===== config.mk =====
export PLATFORM = sky130hd
export DESIGN_NAME = hw_divider
export DESIGN_NICKNAME = d
export VERILOG_FILES = /design/src/rtl/hw_divider_pkg.sv /design/src/rtl/hw_divider.sv
export SDC_FILE = /design/constraint.sdc
export NUM_CORES = 1
export LEC_CHECK = 0
export BUFFER_PORTS_ARGS = -buffer_cell sky130_fd_sc_hd__buf_2
export CAP_MARGIN = 10
export CORE_UTILIZATION = 55
export DETAILED_ROUTE_END_ITERATION = 12
export PLACE_DENSITY = 0.75
export SLEW_MARGIN = 20
export SYNTH_ARGS = -nofsm -noshare
export SYNTH_HDL_FRONTEND = slang
export SYNTH_SLANG_ARGS = --single-unit

===== constraint.sdc =====
create_clock -name ref_clk -period 2.37 [get_ports ref_clk]
set_input_delay 0.237 -clock ref_clk [delete_from_list [all_inputs] [get_ports ref_clk]]
set_output_delay 0.237 -clock ref_clk [all_outputs]
set_load 0.01 [all_outputs]

===== src/rtl/hw_divider_pkg.sv =====
// Package: register map, field layout, reset values and types of the hardware divider
// Summary of operation
// [RULE1] Unsigned 32 by 16 divide, quotient only
// [RULE2] Dividend bytes are write-only
// [RULE3] Divisor bytes are readable and writable
// [RULE4] Quotient bytes are read-only, writes ignored
// [RULE5] Dividend and quotient bytes share addresses
// [RULE6] Software waits for completion before reading quotient
// [RULE7] Completion flag low while busy, high otherwise
// [RULE8] Clock select bit 0: divide by 2 or 4
// [RULE9] Control: enable bit 7, flag bit 6
// [RULE10] Dividend byte order MSB at lowest address
// [RULE11] Divisor high byte bits 15..8, low 7..0
// [RULE12] Quotient byte order same as dividend
// [RULE13] Enable starts one division, flag set on latch
// [RULE14] Zero divisor ends with all-ones quotient
package hw_divider_pkg;

	localparam int          ADDR_W           = 9;
	localparam logic [8:0]  ADDR_DIVS_HI     = 9'h187;
	localparam logic [8:0]  ADDR_DIVS_LO     = 9'h188;
	localparam logic [8:0]  ADDR_CTRL        = 9'h189;
	localparam logic [8:0]  ADDR_BYTE3       = 9'h18C;
	localparam logic [8:0]  ADDR_BYTE2       = 9'h18D;
	localparam logic [8:0]  ADDR_BYTE1       = 9'h18E;
	localparam logic [8:0]  ADDR_BYTE0       = 9'h18F;
	localparam logic [8:0]  ADDR_IRQ_STATUS  = 9'h190;
	localparam logic [8:0]  ADDR_IRQ_ENABLE  = 9'h191;
	localparam logic [8:0]  ADDR_IRQ_CLEAR   = 9'h192;

	localparam int          CTRL_EN_BIT      = 7;
	localparam int          CTRL_DONE_BIT    = 6;
	localparam int          CTRL_CLK_BIT     = 0;
	localparam int          IRQ_DONE_BIT     = 0;
	localparam int          IRQ_START_BIT    = 1;
	localparam int          IRQ_DIVZ_BIT     = 2;
	localparam int          IRQ_W            = 3;

	localparam logic [7:0]  BYTE_RST         = 8'h00;
	localparam logic        DONE_RST         = 1'b1;
	localparam logic [4:0]  STEPS_LAST       = 5'h1F;
	localparam logic [1:0]  PRESC_DIV2_LAST  = 2'h1;
	localparam logic [1:0]  PRESC_DIV4_LAST  = 2'h3;
	localparam logic [31:0] QUOT_DIV_ZERO    = 32'hFFFFFFFF;

	typedef enum logic [1:0] {
		ST_IDLE = 2'b01,
		ST_RUN  = 2'b10
	} div_state_t;

	typedef struct packed {
		logic [8:0] addr;
		logic [7:0] wdata;
		logic       wr;
		logic       rd;
	} reg_req_t;

endpackage : hw_divider_pkg


===== src/rtl/hw_divider.sv =====
// Module: memory-mapped 32 by 16 restoring hardware divider with register port
//
// Added by the designer: the plain strobed port.
`timescale 1ns/100ps
`default_nettype none
module hw_divider
	import hw_divider_pkg::*;
(
	// Clock and reset
	input  wire logic       ref_clk,
	input  wire logic       rst_n,
	// Register port
	input  wire logic [8:0] regAddr,
	input  wire logic [7:0] regWdata,
	input  wire logic       regWr,
	input  wire logic       regRd,
	output logic      [7:0] regRdata,
	// Interrupt
	output logic            irq
);

	// ****************************************************************
	// Register request
	// ****************************************************************
	reg_req_t req;
	assign req = '{addr: regAddr, wdata: regWdata, wr: regWr, rd: regRd};

	// ****************************************************************
	// Register storage
	// ****************************************************************
	logic [31:0]      dividend_r, dividend_nxt;
	logic [15:0]      divisor_r, divisor_nxt;
	logic [31:0]      quotient_r, quotient_nxt;
	logic             enable_r, enable_nxt;
	logic             done_r, done_nxt;
	logic             clkSel_r, clkSel_nxt;
	logic [IRQ_W-1:0] irqStat_r, irqStat_nxt;
	logic [IRQ_W-1:0] irqEn_r, irqEn_nxt;
	logic [7:0]       rdata_r, rdata_nxt;

	// ****************************************************************
	// Division engine
	// ****************************************************************
	div_state_t  state_r, state_nxt;
	logic [1:0]  presc_r, presc_nxt;
	logic [4:0]  step_r, step_nxt;
	logic [16:0] rem_r, rem_nxt;
	logic [31:0] work_r, work_nxt;
	logic        tick;
	logic        startReq;
	logic        finish;
	logic        divZero;
	logic [16:0] remShift;
	logic [16:0] remSub;

	// Start on a write that sets the enable bit
	assign startReq = req.wr && (req.addr == ADDR_CTRL)
		&& req.wdata[CTRL_EN_BIT]; // RULE13

	// Engine clock enable: every 2nd or 4th system cycle
	assign tick = (presc_r == (clkSel_r ? PRESC_DIV4_LAST : PRESC_DIV2_LAST)); // RULE8

	assign divZero  = (divisor_r == 16'h0000);
	assign remShift = {rem_r[15:0], work_r[31]};
	assign remSub   = remShift - {1'b0, divisor_r};
	assign finish   = (state_r == ST_RUN) && tick && (divZero || step_r == STEPS_LAST);

	always_comb
	begin
		state_nxt = state_r;
		presc_nxt = presc_r;
		step_nxt  = step_r;
		rem_nxt   = rem_r;
		work_nxt  = work_r;
		case (state_r)
			ST_IDLE:
			begin
				if (startReq)
				begin
					state_nxt = ST_RUN;
					presc_nxt = 2'h0;
					step_nxt  = 5'h00;
					rem_nxt   = 17'h00000;
					work_nxt  = dividend_r;
				end
			end
			ST_RUN:
			begin
				presc_nxt = tick ? 2'h0 : presc_r + 2'h1;
				if (tick)
				begin
					// One restoring step per engine tick
					if (remSub[16])
					begin
						rem_nxt  = remShift;
						work_nxt = {work_r[30:0], 1'b0};
					end
					else
					begin
						rem_nxt  = remSub;
						work_nxt = {work_r[30:0], 1'b1};
					end // RULE1
					step_nxt = step_r + 5'h01;
					if (finish)
						state_nxt = ST_IDLE;
				end
			end
			default:
				state_nxt = ST_IDLE;
		endcase
	end

	always_ff @(posedge ref_clk or negedge rst_n)
	begin
		if (!rst_n)
		begin
			state_r <= ST_IDLE;
			presc_r <= 2'h0;
			step_r  <= 5'h00;
			rem_r   <= 17'h00000;
			work_r  <= 32'h00000000;
		end
		else
		begin
			state_r <= state_nxt;
			presc_r <= presc_nxt;
			step_r  <= step_nxt;
			rem_r   <= rem_nxt;
			work_r  <= work_nxt;
		end
	end

	// ****************************************************************
	// Register writes, result latch and flags
	// ****************************************************************
	always_comb
	begin
		dividend_nxt = dividend_r;
		divisor_nxt  = divisor_r;
		quotient_nxt = quotient_r;
		enable_nxt   = enable_r;
		done_nxt     = done_r;
		clkSel_nxt   = clkSel_r;
		irqStat_nxt  = irqStat_r;
		irqEn_nxt    = irqEn_r;
		if (req.wr)
		begin
			if (req.addr == ADDR_BYTE3)
				dividend_nxt[31:24] = req.wdata; // RULE5 RULE10
			else if (req.addr == ADDR_BYTE2)
				dividend_nxt[23:16] = req.wdata; // RULE10
			else if (req.addr == ADDR_BYTE1)
				dividend_nxt[15:8] = req.wdata; // RULE10
			else if (req.addr == ADDR_BYTE0)
				dividend_nxt[7:0] = req.wdata; // RULE10
			else if (req.addr == ADDR_DIVS_HI)
				divisor_nxt[15:8] = req.wdata; // RULE3 RULE11
			else if (req.addr == ADDR_DIVS_LO)
				divisor_nxt[7:0] = req.wdata; // RULE3 RULE11
			else if (req.addr == ADDR_CTRL)
			begin
				enable_nxt = req.wdata[CTRL_EN_BIT]; // RULE9
				clkSel_nxt = req.wdata[CTRL_CLK_BIT]; // RULE8
			end
			else if (req.addr == ADDR_IRQ_ENABLE)
				irqEn_nxt = req.wdata[IRQ_W-1:0];
			else if (req.addr == ADDR_IRQ_CLEAR)
				irqStat_nxt = irqStat_r & ~req.wdata[IRQ_W-1:0];
		end
		// Quotient bytes take no writes; only the engine updates them
		if (state_r == ST_IDLE && startReq)
		begin
			done_nxt = 1'b0; // RULE7 RULE13
			irqStat_nxt[IRQ_START_BIT] = 1'b1;
		end
		if (finish)
		begin
			quotient_nxt = divZero ? QUOT_DIV_ZERO : work_nxt; // RULE4 RULE14
			done_nxt     = 1'b1; // RULE7 RULE13
			irqStat_nxt[IRQ_DONE_BIT] = 1'b1;
			if (divZero)
				irqStat_nxt[IRQ_DIVZ_BIT] = 1'b1;
		end
	end

	always_ff @(posedge ref_clk or negedge rst_n)
	begin
		if (!rst_n)
		begin
			dividend_r <= {4{BYTE_RST}};
			divisor_r  <= {2{BYTE_RST}};
			quotient_r <= {4{BYTE_RST}};
			enable_r   <= 1'b0;
			done_r     <= DONE_RST;
			clkSel_r   <= 1'b0;
			irqStat_r  <= '0;
			irqEn_r    <= '0;
		end
		else
		begin
			dividend_r <= dividend_nxt;
			divisor_r  <= divisor_nxt;
			quotient_r <= quotient_nxt;
			enable_r   <= enable_nxt;
			done_r     <= done_nxt;
			clkSel_r   <= clkSel_nxt;
			irqStat_r  <= irqStat_nxt;
			irqEn_r    <= irqEn_nxt;
		end
	end

	// ****************************************************************
	// Read path
	// ****************************************************************
	always_comb
	begin
		rdata_nxt = 8'h00;
		if (req.rd)
		begin
			if (req.addr == ADDR_BYTE3)
				rdata_nxt = quotient_r[31:24]; // RULE2 RULE5 RULE12
			else if (req.addr == ADDR_BYTE2)
				rdata_nxt = quotient_r[23:16]; // RULE12
			else if (req.addr == ADDR_BYTE1)
				rdata_nxt = quotient_r[15:8]; // RULE12
			else if (req.addr == ADDR_BYTE0)
				rdata_nxt = quotient_r[7:0]; // RULE12
			else if (req.addr == ADDR_DIVS_HI)
				rdata_nxt = divisor_r[15:8]; // RULE3
			else if (req.addr == ADDR_DIVS_LO)
				rdata_nxt = divisor_r[7:0]; // RULE3
			else if (req.addr == ADDR_CTRL)
				rdata_nxt = {enable_r, done_r, 5'h00, clkSel_r}; // RULE9 RULE7
			else if (req.addr == ADDR_IRQ_STATUS)
				rdata_nxt = {5'h00, irqStat_r};
			else if (req.addr == ADDR_IRQ_ENABLE)
				rdata_nxt = {5'h00, irqEn_r};
		end
	end

	always_ff @(posedge ref_clk or negedge rst_n)
	begin
		if (!rst_n)
			rdata_r <= 8'h00;
		else
			rdata_r <= rdata_nxt;
	end

	assign regRdata = rdata_r;
	assign irq      = |(irqStat_r & irqEn_r);

endmodule : hw_divider
`default_nettype wire


==> impl_metrics.csv <==
group,metric,value,unit
status,outcome,"finished, violations left",
status,violations,"setup timing",
finish,drive_gt1_share,23.7,%
route,wl,20300,microns
cts,clk_pin_slew_worst_paths,0.07,ns
sta,grt_setup_unrepaired,"yes",
worst_setup_path,crit_path_top_delay_cell,"dfrtp_1",
global_routing,grt_max_degree,61,
die,core_area,13400,sq um
worst_setup_path,criticalPathCategory,"reg2reg",
worst_setup_path,cp-startpoint,"divisor_r[0]",
worst_setup_path,crit_path_end_kind,"flop",
die,dieArea,14400,sq um
sta,tightest_slew,0.677,ns
sta,finalSetupViolations,18,
worst_setup_path,crit_chain,"ha_4 > fa_2 > nand2b_4 > a21oi_4 > a2111oi_4 > o31ai_2 > xor2_2 > buf_6 > buf_6 > mux2i_1 > o21ai_1",
cts,cts_max_level,4,
synth,ys_types,64,
route,ant_nets,0,
sta,whs,0.149,ns
min_path,hold_path.startpoint,"regRd",
global_routing,grt_overflow_total,0,
sta,hold_viol,0,
synth,syn_nets,770,
finish,diodes,0,
worst_setup_path,crit_fanout,7,
cts,root_buffer,"clkbuf_16",
sta,slew_viol_final,0,
synth,syn_inst,728,
route,routed_via_density,6.24,
place,gp_congestion,0.948,
cts,cts_buffer_depth,2,
power_and_ir_drop,p_leak,4.20,nW
worst_setup_path,required,2.65,ns
worst_setup_path,timing.rr.start,"divisor_r[0]",
worst_setup_path,slowest_delay,0.41,ns
synth,async_reset_ff_share,100,%
finish,final_cell_mix,"dfrtp_1 (152), nand2_1 (96), buf_4 (49), o21ai_1 (48), mux2_2 (40)",
route,vias,6180,
route,drtIter0Drc,683,
min_path,hp-class,"in2reg",
synth,netlist_area,7650,sq um
job,drv_cap,0,
die,ioPinCount,30,
die,rows,42,
synth,ys_warn_count,0,
finish,area_growth,18.3,%
route,wl_per_cell,20.5,microns
synth,synth_edf_count,0,
power_and_ir_drop,vdd_ir_drop_max,713,uV
cts,cts_tree,"built",
cts,cts_sinks,154,
route,first_pass_iters,5,
place,dp.final_hpwl,14200,microns
worst_setup_path,critical_path.most_common_cell,"buf_6",
worst_setup_path,arrival,2.77,ns
synth,syn_area_per_cell,10.5,sq um
die,start_util,57.1,%
sta,final.period_utilization,105,%
global_routing,grt_pass1_wl,32600,microns
place,port_buffers,29,
worst_setup_path,cp-start-kind,"flop",
finish,fillerInstances,1014,
sta,relSlewSlack,54.8,%
synth,synthFlopType,"dfrtp_1",
die,dieWidth,120,microns
sta,tns,-1.51,ns
sta,setup_slack,-0.120,ns
synth,synth_seq_area_share,50.4,%
cts,cts_buffers,17,
global_routing,grt_util_all_layers,30.2,%
global_routing,antenna_found_initial,0,
route,remaining_drc_errors,0,
power_and_ir_drop,p_per_area,621,nW/um^2
sta,clock.fmax,0.402,GHz
finish,final_common_cell,"dfrtp_1",
die,die_h,120,microns
global_routing,grt_pass1_vias,6079,
sta,finalCriticalPeriod,2.49,ns
synth,ys_seq_elements,154,
finish,nets,843,
sta,finalClockSkew,0.00754,ns
cts,clock_latency,0.43,ns
==> stage by stage <==
stage               setup slack, ns  instance area, sq um  utilization, %  instances  power (W)
floorplan                   0.00599                  7680               -        728    0.00293
global placement            -0.0603                  8360            62.4        949    0.00312
detailed placement           -0.154                  8360            62.4        949    0.00313
CTS                          -0.137                  8980            67.0        984    0.00564
global route                 -0.249                  9060            67.6        990    0.00582
finish                       -0.120                  9060            67.6        990    0.00562
==> power breakdown <==
group | total, W | internal (W) | switching, W | leakage [nW]
clock | 0.00252 | 0.00139 | 0.00113 | 0.272
combinational | 0.000412 | 0.000154 | 0.000258 | 1.83
sequential | 0.00270 | 0.00267 | 0.0000285 | 2.10
total | 0.00562 | 0.00421 | 0.00141 | 4.20
==> area by class of cell <==
cell class | count | area, sq um | area share, %
clock buffer | 18 | 439 | 4.85
clock inverter | 14 | 114 | 1.26
inverter | 31 | 116 | 1.28
multi-input combinational | 509 | 3620 | 40.0
sequential | 154 | 3860 | 42.6
tap | 176 | 220 | 2.43
timing repair buffer | 88 | 688 | 7.60
==> cell families after synthesis <==
logic type               count (synthesis)  synth area share, %
AND/OR/NAND/NOR                        191                 12.1
flip-flops                             154                 50.4
multiplexers                            69                 9.81
buffers and inverters                   65                 3.58
XOR/XNOR                                14                 1.60
AO/OA/AOI/OAI                          214                 19.0
adder cells (fa/ha/maj)                 21                 3.53
==> synth_stat cells, types with 8 or more instances <==
cell | count | area [sq um]
dfrtp_1 | 152 | 3800
nand2_1 | 97 | 364
o21ai_1 | 48 | 240
mux2_2 | 40 | 450
a22oi_1 | 37 | 278
inv_1 | 31 | 116
o22a_1 | 30 | 263
nor2_1 | 27 | 101
o21ai_0 | 27 | 135
a21oi_1 | 22 | 110
clkbuf_1 | 22 | 82.6
mux2i_1 | 21 | 210
ha_1 | 20 | 250
and3_1 | 9 | 56.3
nand3_1 | 9 | 45.0
mux2_1 | 8 | 90.1
xnor2_1 | 8 | 70.1
==> flip-flops by register name (all words and copies together), names as in the netlist <==
name / count
divisor_r: 16
irqEn_r: 3
presc_r: 2
step_r: 5
done_r: 1
enable_r: 1
irqStat_r: 3
state_r: 2
dividend_r: 32
clkSel_r: 1
work_r: 32
rem_r: 16
regRdata: 8
quotient_r: 32
==> layer usage <==
| metal | global-route usage, % | share of wire [%] |
|---|---|---|
| met1 | 42.3 | 44 |
| met5 | 0 | 0 |
| met4 | 9.45 | 1.4 |
| met3 | 7.98 | 8.3 |
| met2 | 45.7 | 47 |
==> timing repair <==
item | CTS | global route
setup buffers | 2 | 5
hold buffers | 1 | 0
pin swaps | 5 | 4
gates cloned | 0 | 1
setup endpoints to repair | 19 | 19
hold endpoints to repair | 56 | 0
resized for setup | 11 | 7
==> path summary, 6_finish.rpt <==
| path | endpoint | slack [ns] | depth (start not counted) |
|---|---|---|---|
| max reg2reg | rem_r[14] | -0.12 | 11 |
| max in group asynchronous | state_r[0] | 1.23 | 3 |
| min in group asynchronous | work_r[27] | 0.36 | 2 |
| min reg2reg | irqStat_r[0] | 0.50 | 1 |
| min | regRdata[6] | 0.15 | 2 |
| max | rem_r[14] | -0.12 | 11 |
==> worst max-delay path, delay by kind of cell (launching register included) <==
| family | cells | cell delay, ns |
|---|---|---|
| compound gates | 4 | 0.61 |
| fa+ha+maj | 2 | 0.52 |
| flops | 1 | 0.41 |
| buf+inv | 2 | 0.27 |
| mux | 1 | 0.20 |
| xor+xnor | 1 | 0.17 |
| simple gates | 1 | 0.16 |
(Power assumes the default switching activity.)
